**src/logic/ehc_defs.svh**
```systemverilog
// constants for the ethernet header comparator: register offsets, resets, protocol values
//
// Operation
// - two comparators per engine; the first always sits in stage one
// - type II accepts zero to two tags, S-tag or C-tag by TPID
// - byte after the final EtherType starts the next protocol
// - a length needs LLC with DSAP/SSAP 0xAA or 0xAB and control 0x03
// - a five-byte SNAP header of OUI and EtherType follows LLC
// - SNAP OUI must be zero or 0xf8, fixed in hardware
// - a tag EtherType in SNAP is followed by its tag control field
// - longest header: two tags, length, LLC and SNAP
// - backbone frames split over two consecutive comparators, first ends at I-tag
// - one shared next-protocol check plus per-flow match sets, both evaluated
// - next-protocol check examines the last EtherType
// - three-bit field selects the next comparator stage
// - five-bit field gives the frame signature start offset
// - one global 16-bit TPID recognises S-tags and B-tags
// - backbone enable exists only in the first comparator
// - EtherType match applies only to type II frames when enabled
// - flows combine tag checks with address matching over several sets; the code matches only enable, channel and tag count, with no address fields
// - a flow joins a channel only when that channel bit is 1
// - two-bit field sets expected tag count zero, one or two
// - length/type below 0x0600 is a length needing LLC and SNAP
`ifndef EHC_DEFS_SVH
`define EHC_DEFS_SVH

// ****************************************
// register byte offsets
// ****************************************
`define EHC_OFS_NXT      12'h000
`define EHC_OFS_TPID     12'h004
`define EHC_OFS_ETYPE    12'h008
`define EHC_OFS_FLOW     12'h00C
`define EHC_OFS_STATUS   12'h010

// ****************************************
// reset values and field positions
// ****************************************
`define EHC_RST_TPID     16'h88A8
`define EHC_RST_NXT      3'h1
`define EHC_NXT_SIG_LSB  8
`define EHC_NXT_PBB_BIT  16
`define EHC_ETYPE_EN_BIT 16

// ****************************************
// protocol constants
// ****************************************
`define EHC_CTAG_TPID    16'h8100
`define EHC_ITAG_TPID    16'h88E7
`define EHC_LEN_LIMIT    16'h0600
`define EHC_SAP_A        8'hAA
`define EHC_SAP_B        8'hAB
`define EHC_LLC_CTL      8'h03
`define EHC_OUI_ALT      24'h0000F8
`define EHC_NFLOW        8
`define EHC_NCHAN        2
`define EHC_MAXHDR       32

`endif

```
**src/logic/ehc_pkg.sv**
```systemverilog
// types shared by the ethernet header comparator files
`default_nettype none
package ehc_pkg;
	typedef enum logic [2:0] {
		EHC_IDLE  = 3'h0,
		EHC_LOAD  = 3'h1,
		EHC_PARSE = 3'h3,
		EHC_DONE  = 3'h2
	} ehc_state_e;

	typedef struct packed {
		logic       valid;
		logic [2:0] next_stage;
		logic [5:0] next_offset;
		logic [4:0] sig_offset;
		logic       proto_ok;
		logic [7:0] flow_hits;
	} ehc_result_s;

	typedef struct packed {
		logic       en;
		logic [1:0] chan;
		logic [1:0] tags;
	} ehc_flow_s;
endpackage : ehc_pkg
`default_nettype wire

```
**src/logic/ehc_apb.sv**
```systemverilog
// apb slave port decoding for the comparator registers
`include "ehc_defs.svh"
`timescale 1ns/1ps
`default_nettype none
module ehc_apb
	import ehc_pkg::*;
(
	// clock and reset
	input  wire logic        clk,
	input  wire logic        reset,
	// apb
	input  wire logic        psel,
	input  wire logic        penable,
	input  wire logic        pwrite,
	input  wire logic [11:0] paddr,
	input  wire logic [31:0] pwdata,
	output logic      [31:0] prdata,
	output logic             pready,
	output logic             pslverr,
	// register side
	output logic             wr_nxt,
	output logic             wr_tpid,
	output logic             wr_etype,
	output logic             wr_flow,
	input  wire logic [31:0] rd_nxt,
	input  wire logic [31:0] rd_tpid,
	input  wire logic [31:0] rd_etype,
	input  wire logic [31:0] rd_flow,
	input  wire logic [31:0] rd_status
);
	logic        acc;
	logic        hit;
	logic [31:0] rmux;

	// zero wait state: every access completes in its first access cycle
	assign acc    = psel & penable;
	assign pready = psel & penable;

	// address decode
	always_comb begin
		hit  = 1'b1;
		rmux = 32'h0000_0000;
		if (paddr == `EHC_OFS_NXT) begin
			rmux = rd_nxt;
		end else if (paddr == `EHC_OFS_TPID) begin
			rmux = rd_tpid;
		end else if (paddr == `EHC_OFS_ETYPE) begin
			rmux = rd_etype;
		end else if (paddr == `EHC_OFS_FLOW) begin
			rmux = rd_flow;
		end else if (paddr == `EHC_OFS_STATUS) begin
			rmux = rd_status;
		end else begin
			hit = 1'b0;
		end
	end

	assign pslverr  = acc & ~hit;
	assign wr_nxt   = acc & pwrite & (paddr == `EHC_OFS_NXT);
	assign wr_tpid  = acc & pwrite & (paddr == `EHC_OFS_TPID);
	assign wr_etype = acc & pwrite & (paddr == `EHC_OFS_ETYPE);
	assign wr_flow  = acc & pwrite & (paddr == `EHC_OFS_FLOW);

	// read data is registered so it stays stable; captured during setup
	always_ff @(posedge clk) begin
		if (reset) begin
			prdata <= 32'h0000_0000;
		end else if (psel & ~penable & ~pwrite) begin
			prdata <= rmux;
		end
	end
endmodule : ehc_apb
`default_nettype wire

```
**src/logic/ehc_flow.sv**
```systemverilog
// per-flow matcher: enable, channel mask and tag count
`include "ehc_defs.svh"
`timescale 1ns/1ps
`default_nettype none
module ehc_flow
	import ehc_pkg::*;
(
	// flow configuration
	input  wire ehc_flow_s [`EHC_NFLOW-1:0] cfg,
	// frame facts
	input  wire logic                       chan,
	input  wire logic [1:0]                 tag_cnt,
	// results
	output logic      [`EHC_NFLOW-1:0]      hits
);
	// address and tag value fields are not carried; tag count is the only tag check
	always_comb begin
		for (int i = 0; i < `EHC_NFLOW; i++) begin
			hits[i] = cfg[i].en
				& cfg[i].chan[chan]
				& (cfg[i].tags == tag_cnt);
		end
	end
endmodule : ehc_flow
`default_nettype wire

```
**src/logic/ehc_top.sv**
```systemverilog
// ethernet / llc / snap header comparator stage with apb registers
//
// Local design decisions: the placing of the registers and the APB slave port.
`include "ehc_defs.svh"
`timescale 1ns/1ps
`default_nettype none
module ehc_top
	import ehc_pkg::*;
#(
	parameter bit FIRST = 1'b1 // first comparator of the engine
)(
	// clock and reset
	input  wire logic        clk,
	input  wire logic        reset,
	// apb
	input  wire logic        psel,
	input  wire logic        penable,
	input  wire logic        pwrite,
	input  wire logic [11:0] paddr,
	input  wire logic [31:0] pwdata,
	output logic      [31:0] prdata,
	output logic             pready,
	output logic             pslverr,
	// header bytes from the engine controller, one per cycle
	input  wire logic        hdr_start,
	input  wire logic        hdr_valid,
	input  wire logic [7:0]  hdr_byte,
	input  wire logic        hdr_chan,
	input  wire logic        type1_allowed,
	// result to the next comparator
	output ehc_result_s      result
);
	// ****************************************
	// configuration registers
	// ****************************************
	logic [2:0]  next_stage_select_q;
	logic [4:0]  signature_field_offset_q;
	logic        backbone_bridging_enable_q;
	logic [15:0] service_tag_tpid_q;
	logic        ethertype_check_enable_q;
	logic [15:0] ethertype_match_value_q;
	ehc_flow_s [`EHC_NFLOW-1:0] flow_q;
	logic [39:0] flow_bits;      // flat view of the flow table for readback
	logic        wr_nxt, wr_tpid, wr_etype, wr_flow;
	logic [31:0] status;

	ehc_apb u_apb (
		.clk      (clk),
		.reset    (reset),
		.psel     (psel),
		.penable  (penable),
		.pwrite   (pwrite),
		.paddr    (paddr),
		.pwdata   (pwdata),
		.prdata   (prdata),
		.pready   (pready),
		.pslverr  (pslverr),
		.wr_nxt   (wr_nxt),
		.wr_tpid  (wr_tpid),
		.wr_etype (wr_etype),
		.wr_flow  (wr_flow),
		.rd_nxt   ({15'h0000, backbone_bridging_enable_q, 3'h0,
			signature_field_offset_q, 5'h00, next_stage_select_q}),
		.rd_tpid  ({16'h0000, service_tag_tpid_q}),
		.rd_etype ({15'h0000, ethertype_check_enable_q, ethertype_match_value_q}),
		.rd_flow  ({8'h00, flow_bits[23:0]}),
		.rd_status(status)
	);

	// next-protocol registers
	always_ff @(posedge clk) begin
		if (reset) begin
			next_stage_select_q        <= `EHC_RST_NXT;
			signature_field_offset_q   <= 5'h00;
			backbone_bridging_enable_q <= 1'b0;
		end else if (wr_nxt) begin
			next_stage_select_q      <= pwdata[2:0];
			signature_field_offset_q <= pwdata[`EHC_NXT_SIG_LSB +: 5];
			// only the first comparator keeps the bridging bit
			backbone_bridging_enable_q <= FIRST & pwdata[`EHC_NXT_PBB_BIT];
		end
	end

	// global tag identifier
	always_ff @(posedge clk) begin
		if (reset) begin
			service_tag_tpid_q <= `EHC_RST_TPID;
		end else if (wr_tpid) begin
			service_tag_tpid_q <= pwdata[15:0];
		end
	end

	// ethertype match
	always_ff @(posedge clk) begin
		if (reset) begin
			ethertype_check_enable_q <= 1'b0;
			ethertype_match_value_q  <= 16'h0000;
		end else if (wr_etype) begin
			ethertype_check_enable_q <= pwdata[`EHC_ETYPE_EN_BIT];
			ethertype_match_value_q  <= pwdata[15:0];
		end
	end

	// flow table; flows 0 to 3 fit in one bus word, flow 4 takes chan and tags from pwdata[23:20] with en cleared, the rest stay cleared
	assign flow_bits = flow_q;

	always_ff @(posedge clk) begin
		if (reset) begin
			flow_q <= '0;
		end else if (wr_flow) begin
			flow_q <= {16'h0000, pwdata[23:0]};
		end
	end

	// ****************************************
	// header parser
	// ****************************************
	ehc_state_e  st_q;
	logic [5:0]  pos_q;          // bytes consumed so far
	logic [15:0] word_q;         // last two bytes
	logic [23:0] oui_q;
	logic [1:0]  tags_q;
	logic        llc_q;          // llc/snap path taken
	logic [5:0]  fld_q;          // start of pending two-byte field
	logic [2:0]  kind_q;         // what the pending field is
	logic        bad_q;
	logic        type2_q;
	logic [15:0] etype_q;
	logic [5:0]  next_q;
	logic        pbb_done_q;
	logic [15:0] w;

	localparam logic [2:0] K_TYPE = 3'h0, K_TCI = 3'h1, K_LLC = 3'h2,
		K_SNAP = 3'h3, K_ITAG = 3'h4, K_END = 3'h5;

	assign w = {word_q[7:0], hdr_byte};

	// is this a tag identifier we know
	function automatic logic is_tag(input logic [15:0] v, input logic [15:0] stpid);
		is_tag = (v == `EHC_CTAG_TPID) | (v == stpid);
	endfunction : is_tag

	// state and byte walk; one byte per valid cycle
	always_ff @(posedge clk) begin
		if (reset) begin
			st_q       <= EHC_IDLE;
			pos_q      <= 6'h00;
			word_q     <= 16'h0000;
			oui_q      <= 24'h000000;
			tags_q     <= 2'h0;
			llc_q      <= 1'b0;
			fld_q      <= 6'd12;
			kind_q     <= K_TYPE;
			bad_q      <= 1'b0;
			type2_q    <= 1'b0;
			etype_q    <= 16'h0000;
			next_q     <= 6'h00;
			pbb_done_q <= 1'b0;
		end else begin
			case (st_q)
				EHC_IDLE, EHC_DONE: begin
					if (hdr_start) begin
						st_q       <= EHC_LOAD;
						pos_q      <= 6'h00;
						tags_q     <= 2'h0;
						llc_q      <= 1'b0;
						fld_q      <= 6'd12;
						kind_q     <= K_TYPE;
						bad_q      <= 1'b0;
						type2_q    <= 1'b0;
						pbb_done_q <= 1'b0;
					end
				end
				EHC_LOAD, EHC_PARSE: begin
					if (hdr_valid) begin
						st_q   <= EHC_PARSE;
						word_q <= w;
						pos_q  <= pos_q + 6'h01;
						if (llc_q && kind_q == K_SNAP && pos_q < fld_q) begin
							oui_q <= {oui_q[15:0], hdr_byte};
						end
						if (pos_q == fld_q + 6'h01) begin
							case (kind_q)
								K_TYPE: begin
									if (is_tag(w, service_tag_tpid_q) && tags_q != 2'h2
										&& !(backbone_bridging_enable_q && tags_q == 2'h1)) begin
										kind_q <= K_TCI;
										fld_q  <= pos_q + 6'h01;
										tags_q <= tags_q + 2'h1;
									end else if (backbone_bridging_enable_q
										&& w == `EHC_ITAG_TPID) begin
										// first comparator stops after the I-tag
										kind_q     <= K_ITAG;
										fld_q      <= pos_q + 6'h03;
										pbb_done_q <= 1'b1;
									end else if (type1_allowed && w < `EHC_LEN_LIMIT
										&& !llc_q && !backbone_bridging_enable_q) begin
										kind_q <= K_LLC;
										fld_q  <= pos_q + 6'h01;
										llc_q  <= 1'b1;
									end else begin
										// final ethertype: next byte starts next protocol
										etype_q <= w;
										type2_q <= ~llc_q;
										next_q  <= pos_q + 6'h01;
										st_q    <= EHC_DONE;
										bad_q   <= bad_q | (backbone_bridging_enable_q
											& ~pbb_done_q);
									end
								end
								K_TCI: begin
									kind_q <= K_TYPE;
									fld_q  <= pos_q + 6'h01;
								end
								K_ITAG: begin
									next_q <= pos_q + 6'h01;
									st_q   <= EHC_DONE;
								end
								default: begin
									// llc: dsap,ssap then ctrl byte
									if (!((word_q[7:0] == `EHC_SAP_A || word_q[7:0] == `EHC_SAP_B)
										&& (hdr_byte == `EHC_SAP_A || hdr_byte == `EHC_SAP_B))
										&& kind_q == K_LLC) begin
										bad_q <= 1'b1;
									end
									if (kind_q == K_LLC) begin
										// control byte and three oui bytes precede the snap ethertype
										kind_q <= K_SNAP;
										fld_q  <= pos_q + 6'h05;
									end else begin
										// snap ethertype; a tag here loops to tci
										if (!(oui_q == 24'h000000 || oui_q == `EHC_OUI_ALT)) begin
											bad_q <= 1'b1;
										end
										if (is_tag(w, service_tag_tpid_q) && tags_q != 2'h2) begin
											kind_q <= K_TCI;
											tags_q <= tags_q + 2'h1;
										end else begin
											kind_q <= K_END;
										end
										fld_q <= pos_q + 6'h01;
										if (!is_tag(w, service_tag_tpid_q) || tags_q == 2'h2) begin
											etype_q <= w;
											next_q  <= pos_q + 6'h01;
											st_q    <= EHC_DONE;
										end
									end
								end
							endcase
						end else if (kind_q == K_SNAP && pos_q == fld_q - 6'h04
							&& hdr_byte != `EHC_LLC_CTL) begin
							bad_q <= 1'b1;
						end
						if (pos_q == 6'(`EHC_MAXHDR + 4)) begin
							bad_q <= 1'b1;
							st_q  <= EHC_DONE;
						end
					end
				end
				default: st_q <= EHC_IDLE;
			endcase
		end
	end

	// llc control byte sits one past the sap pair; it is checked at fld_q - 4 once fld_q points at the snap ethertype
	// ****************************************
	// result
	// ****************************************
	logic [`EHC_NFLOW-1:0] hits;
	logic                  proto_ok;
	logic                  done_q;

	ehc_flow u_flow (
		.cfg     (flow_q),
		.chan    (hdr_chan),
		.tag_cnt (tags_q),
		.hits    (hits)
	);

	// shared check and per-flow check are both evaluated for the frame
	assign proto_ok = ~bad_q & (~ethertype_check_enable_q | ~type2_q
		| (etype_q == ethertype_match_value_q));

	always_ff @(posedge clk) begin
		if (reset) begin
			done_q <= 1'b0;
			result <= '0;
		end else begin
			done_q       <= (st_q == EHC_DONE);
			result.valid <= (st_q == EHC_DONE) & ~done_q;
			if (st_q == EHC_DONE && !done_q) begin
				result.next_stage  <= next_stage_select_q;
				result.next_offset <= next_q;
				result.sig_offset  <= signature_field_offset_q;
				result.proto_ok    <= proto_ok;
				result.flow_hits   <= hits & {`EHC_NFLOW{proto_ok}};
			end
		end
	end

	assign status = {22'h000000, tags_q, type2_q, bad_q, 2'h0, st_q, FIRST};

	// ****************************************
	// checks
	// ****************************************
	property p_second_no_pbb;
		@(posedge clk) disable iff (reset) !FIRST |-> !backbone_bridging_enable_q;
	endproperty
	a_second_no_pbb: assert property (p_second_no_pbb) else $error("bridging in second");

	property p_disabled_flow;
		@(posedge clk) disable iff (reset) result.valid |-> ((result.flow_hits & ~hits) == 0);
	endproperty
	a_disabled_flow: assert property (p_disabled_flow) else $error("flow hit mismatch");

	property p_valid_pulse;
		@(posedge clk) disable iff (reset) result.valid |=> !result.valid;
	endproperty
	a_valid_pulse: assert property (p_valid_pulse) else $error("result valid too long");

	property p_tag_limit;
		@(posedge clk) disable iff (reset) tags_q != 2'h3;
	endproperty
	a_tag_limit: assert property (p_tag_limit) else $error("more than two tags");

	property p_llc_not_type2;
		@(posedge clk) disable iff (reset) (st_q == EHC_DONE && llc_q) |-> !type2_q;
	endproperty
	a_llc_not_type2: assert property (p_llc_not_type2) else $error("llc frame as type two");

	property p_hits_need_ok;
		@(posedge clk) disable iff (reset)
			(result.valid && !result.proto_ok) |-> (result.flow_hits == 8'h00);
	endproperty
	a_hits_need_ok: assert property (p_hits_need_ok) else $error("flow hit without protocol");
endmodule : ehc_top
`default_nettype wire

```
**config.mk**
```make
export PLATFORM = sky130hd
export DESIGN_NAME = ehc_top
export DESIGN_NICKNAME = d
export VERILOG_FILES = /design/src/logic/ehc_pkg.sv /design/src/logic/ehc_apb.sv /design/src/logic/ehc_flow.sv /design/src/logic/ehc_top.sv
export VERILOG_INCLUDE_DIRS = /design/src /design/src/logic
export SDC_FILE = /design/constraint.sdc
export NUM_CORES = 1
export LEC_CHECK = 0
export BUFFER_PORTS_ARGS = -buffer_cell sky130_fd_sc_hd__buf_2
export CAP_MARGIN = 15
export CORE_MARGIN = 2
export CORE_UTILIZATION = 49
export DETAILED_ROUTE_END_ITERATION = 7
export GPL_ROUTABILITY_DRIVEN = 0
export PLACE_DENSITY = 0.69
export SYNTH_ARGS = -nofsm -noshare
export SYNTH_HDL_FRONTEND = slang
export SYNTH_SLANG_ARGS = --single-unit
```
**constraint.sdc**
```tcl
create_clock -name clk -period 3.24 [get_ports clk]
set_input_delay 0.162 -clock clk [delete_from_list [all_inputs] [get_ports clk]]
set_output_delay 0.162 -clock clk [all_outputs]
set_load 0.02 [all_outputs]
```
== Word-level counts from Yosys, hierarchy flattened ==
Index checks and enable logic that the tools add are counted.
Storage, ports and cells
  flip-flop bits (word level): 201
  bits of input ports: 61
  output and inout bits: 58
  logic and storage cells: 292
Operators by class
  add/sub/neg operators: 6
  $lt $le $gt $ge: 3
  eq/ne operators: 56
  muxes and demuxes: 104
  bitwise logic cells: 36
  reduce and logical (&&, ||, !) cells: 46
Operators with widths (count)
  two-way mux 32 bit: 4
  two-way mux 6 bit: 14
  two-way mux 16 bit: 5
  two-way mux 1 bit: 47
  one-hot mux 6 bit (3 select lines): 2
  two-way mux 3 bit: 11
  equality test 16 bit: 2
  equality test 16 bit (second input constant): 2
  equality test 8 bit (second input constant): 4
  one-hot mux 16 bit (2 select lines): 1
  AND reduction 8 bit: 4
  != test 2 bit (second input constant): 14
  equality test 12 x 4 -> 1 bit (second input constant): 2
  equality test 24 x 8 -> 1 bit (second input constant): 1
  zero test 24 bit: 1
  one-hot mux 6 bit (2 select lines): 2
  AND 1 bit: 20
  != test 5 bit (second input constant): 4
  AND reduction 9 bit: 2
  < comparator 16 x 11 -> 1 bit (second input constant): 1
  logical AND 1 bit: 14
  adder 6 x 1 -> 6 bit (second input constant): 2
  equality test 12 x 3 -> 1 bit (second input constant): 1
  equality test 12 x 5 -> 1 bit (second input constant): 1
  41 further kinds: 90

== Depth between registers and ports, before layout ==
  depth after elaboration: 13
  depth in mapped cells: 11
  mapped depth without buffers: 9

== Hierarchy ==
Synthesis repeated with hierarchy kept, for this count alone.
Second synthesis, totals
  cell total of the unflattened synthesis: 1316
  area, all modules: 10993.0 µm²
Modules (own cells, without submodules)
  ehc_top: instances 1, cells each 862, area each 7639.8 µm², seq. area each 3363.2 µm²
  ehc_apb: instances 1, cells each 419, area each 2985.4 µm², seq. area each 640.6 µm²
  ehc_flow: instances 1, cells each 35, area each 367.9 µm², seq. area each 0.0 µm²

== Least setup slack after synthesis ==
Ideal clock, no wire load.
  path type: reg-to-reg
  from: reg tags_q[0]
  to: reg fld_q[3]
  arrival time: 2.278 ns
  data required time: 3.107 ns
  setup slack: 0.829 ns
  stages on the path, launching flop included: 12
  clock period less this slack: 2.411 ns
  path through: dfxtp_1 clkbuf_1 inv_1 ha_1 a21o_1 nor4b_1 a22oi_1 o211ai_2 a31oi_1 buf_2 a2111oi_1 a31oi_1
Between the ends
  cells in the longest elaborated chain, start to end: 9
RTL lines
  from (decl): RTL line ehc_top.sv:122  | logic [1:0] tags_q;
  from (signal assigned): RTL line ehc_top.sv:189  | tags_q <= tags_q + 2'h1;
  from (signal assigned): RTL line ehc_top.sv:237  | tags_q <= tags_q + 2'h1;
  equality test 2 x 1 -> 1 bit: RTL line ehc_top.sv:186  | && !(backbone_bridging_enable_q && tags_q == 2'h1)) begin
  logical AND 1 bit: RTL line ehc_top.sv:186
  zero test 1 bit: RTL line ehc_top.sv:186
  logical AND 1 bit *: RTL line ehc_top.sv:186
  two-way mux 6 bit: RTL line ehc_top.sv:185  | if (is_tag(w, service_tag_tpid_q) && tags_q != 2'h2
  one-hot mux 6 bit (3 select lines): RTL line ehc_top.sv:183  | case (kind_q)
  two-way mux 6 bit: RTL line ehc_top.sv:182  | if (pos_q == fld_q + 6'h01) begin
  two-way mux 6 bit: RTL line ehc_top.sv:175  | if (hdr_valid) begin
  one-hot mux 6 bit (2 select lines): RTL line ehc_top.sv:160  | case (st_q)
  to (signal assigned): RTL line ehc_top.sv:188  | fld_q <= pos_q + 6'h01;
  to (signal assigned): RTL line ehc_top.sv:194  | fld_q <= pos_q + 6'h03;
  to (signal assigned): RTL line ehc_top.sv:199  | fld_q <= pos_q + 6'h01;
  to (decl): RTL line ehc_top.sv:124  | logic [5:0] fld_q;
Every way passes the cells marked *; elsewhere a longest branch is shown, timed or not. The select of a mux whose other input is x is not followed.
A chain may end at the register's enable or synchronous reset.

== Worst setup path after layout ==
  from: reg tags_q[0]
  to: reg fld_q[0]
The elaborated chain is that of the path after synthesis.

==> run metrics <==
outcome finished clean; Power Total 4.91 mW; Post-Syn Area approximately 0.0094 mm²; Leak Pwr 4.17 nW; most frequent cells in the layout nand2_1, dfxtp_1, a21oi_1, buf_2, nor2_1; largest net degree at the start of global routing 83; vias in the first global route 7680; Fill cells 1737; Slowest-stage cell, CP a31oi_1; Antenna Cells 0; RSZ-0062 raised after global routing no; fmax 339 MHz; crit start category register; Final Hold Vio Count 0; CTS tree done; worst-margin pin slew 1.07 ns; share of power burned in registers 47.9%; WL per Instance 17.5 µm; Max IR drop VDD roughly 0.38 mV; setup TNS 0 ns; register area share after synthesis 40.1%; flops & latches, synth 188; Buf+Inv Stages, Crit Path 1; PwrDens 455 mW/mm²; CTS sink cnt 188; clk_skew between 0.009 and 0.01 ns; first-pass GRT wire length 40800 µm; Hold Worst Slack 0.0126 ns; Worst-Skew Late Latency 0.43 ns; warnings from Yosys 0; distinct cell type count after synthesis 84; CP Class reg2reg; die area 0.0203 mm²; type of destination of the critical path register; area growth from synthesis to layout 14.9%; CP delay by family, top compound AO/OA/AOI/OAI gates; clock share of power 44.5%; detailed placement HPWL 18100 µm; Net Sw Frac between 20% and 30%; num ports 119; Synth Area per Inst a little over 8 µm²; Sw Pwr 1.23 mW; port bufs 98; Top FF cell, synth dfxtp_1; remaining antenna violation count after routing 0; Num CTS Buffers 17; EDFF count, synth 0; Nets 1296; Critical Path AT 3.25 ns; root buffer cell clkbuf_16; maxcap violations 0; Die Wd about 140 µm; Pre-antenna DRT Iters 6; Core Area 0.0188 mm²; min cycle time layout about 2.9 ns; Worst Path Required 3.54 ns; number of antenna violations at the first check in global routing 0; vias per cell between 5 and 6; HP Class in2reg; Row Count 50; ys async rst share 0%; Post-Syn Instances around 1100; post-CTS resize count 0; critical path cell sequence inv_1 -> ha_1 -> a21o_1 -> nor4b_1 -> a22oi_1 -> o211ai_2 -> a31oi_1 -> mux2i_1 -> nor2_1; commonest non-fill, non-tap cell in the layout nand2_1; Power Internal about 3.7 mW; 1st-iter DRT viols 670; share of cells above drive strength 1 between 15 and 20%; Initial Util about 50%; DRC 0; Total Routed Length 25600 µm; vias roughly 8500; H-tree levels 4; CP Max Fanout 11; Tot GR Track Use about a quarter; Tcrit/Tclk final between 90% and 100%; DIE HEIGHT between 100 and 150 µm; part of the power in combinational logic 7.5%; clock slew at reported path FFs 0.07 ns; max-slew violations 0; Largest stage delay, worst path 0.89 ns; clk buf depth 2; Worst slew margin 28.1%; GRT overflow 0; Final Setup Violations 0
## cell type report
cell class              instances  area, µm²  area share [%]
clock inverters                14        186            1.73
repair buffers                144        876            8.13
well taps                     234        293            2.72
flip-flops and latches        188       3760            34.9
multi-input cells             855       5170            48.0
inverters                      16       60.1           0.557
clock buffers                  17        425            3.95
## registers in the layout, summed over array words and instances, names as in the netlist, 5 cells and up
register and count:
service_tag_tpid_q 16, oui_q 24, word_q 8, ethertype_match_value_q 16, fld_q 6, next_q 6
signature_field_offset_q 5, pos_q 6, u_apb.prdata 24, result 20, etype_q 16, flow_bits 24
## worst register-to-register path, delay by kind of cell, from the launching register on
| kind | cells | cell delay (ns) |
|---|---|---|
| compound gates | 4 | 1.57 |
| fa+ha+maj | 1 | 0.26 |
| buf+inv | 1 | 0.15 |
| flops | 1 | 0.42 |
| mux | 1 | 0.27 |
| simple gates | 2 | 0.14 |
## per-layer routing
metal	part of all wire (%)	routed length (µm)	track usage [%]
met2	46	11900	40.9
met4	3.2	824	10.2
met1	45	11500	34.2
met5	0	0	0
met3	5.4	1390	3.33
## stage by stage
step | worst slack [ns] | cell area, µm² | std cells | util, %
6_report | 0.292 | 10800 | 1468 | 57.4
5_1_grt | 0.0391 | 10800 | 1468 | 57.4
4_1_cts | 0.343 | 10800 | 1468 | 57.4
3_5_place_dp | 0.388 | 10000 | 1422 | 53.4
3_3_place_gp | 0.445 | 10000 | 1422 | 53.4
2_1_floorplan | 0.829 | 9420 | 1152 | -
## worst paths after layout
path / start / to / slack [ns] / cells after the start
max: tags_q[0]$_SDFFE_PP0P_ / fld_q[0]$_SDFFE_PP0P_ / 0.29 / 9
min: pwdata[10] / service_tag_tpid_q[10]$_SDFFE_PP0P_ / 0.01 / 3
max reg2reg: tags_q[0]$_SDFFE_PP0P_ / fld_q[0]$_SDFFE_PP0P_ / 0.29 / 9
min reg2reg: done_q$_SDFF_PP0_ / result[23]$_SDFF_PP0_ / 0.45 / 1
## kinds of logic after synthesis
kind of cell	count (synthesis)	synth area share (%)
buffers and inverters	109	5.31
XOR/XNOR	58	5.56
AO/OA/AOI/OAI	260	17.0
multiplexers	65	7.46
AND/OR/NAND/NOR	445	22.5
other	1	0.0400
flip-flops	188	40.1
adder cells (fa/ha/maj)	15	1.95
## power by group through the flow
stage	Combinational, mW	Clock [mW]	Sequential, mW
final	0.370	2.19	2.35
after global routing	0.403	2.31	2.35
after CTS	0.366	2.20	2.35
after detailed placement	0.351	0	2.41
after global placement	0.348	0	2.41
after floorplan	0.238	0	2.40
## repair_timing
action	in CTS	in global routing
hold buffers	15	0
hold endpoints to repair	25	0
endpoints found under the setup margin	0	0
buffers inserted	0	0
## Yosys cell counts (4+ instances only)
library cell / instances / share of area [%]
a211oi_1: 9 / 0.72
a21oi_1: 125 / 6.7
a22o_1: 7 / 0.65
a22oi_1: 10 / 0.80
a31oi_1: 7 / 0.47
and3_1: 5 / 0.33
buf_2: 14 / 0.75
buf_4: 13 / 1.0
clkbuf_1: 60 / 2.4
dfxtp_1: 188 / 40
ha_1: 13 / 1.7
inv_1: 16 / 0.64
mux2_2: 9 / 1.1
mux2i_1: 53 / 5.7
nand2_1: 210 / 8.4
nand2b_1: 6 / 0.40
nand3_1: 51 / 2.7
nand4_1: 4 / 0.27
nor2_1: 79 / 3.2
nor2b_1: 10 / 0.67
nor3_1: 11 / 0.59
nor3b_1: 4 / 0.32
nor4_1: 23 / 1.5
o21a_1: 4 / 0.32
o21ai_0: 51 / 2.7
o22ai_1: 4 / 0.27
o31a_1: 4 / 0.37
o31ai_1: 5 / 0.40
or2_2: 4 / 0.27
or3_1: 7 / 0.47
or4_1: 4 / 0.32
xnor2_1: 12 / 1.1
xor2_1: 45 / 4.2
Note: power is estimated with default switching activity, not from simulation.
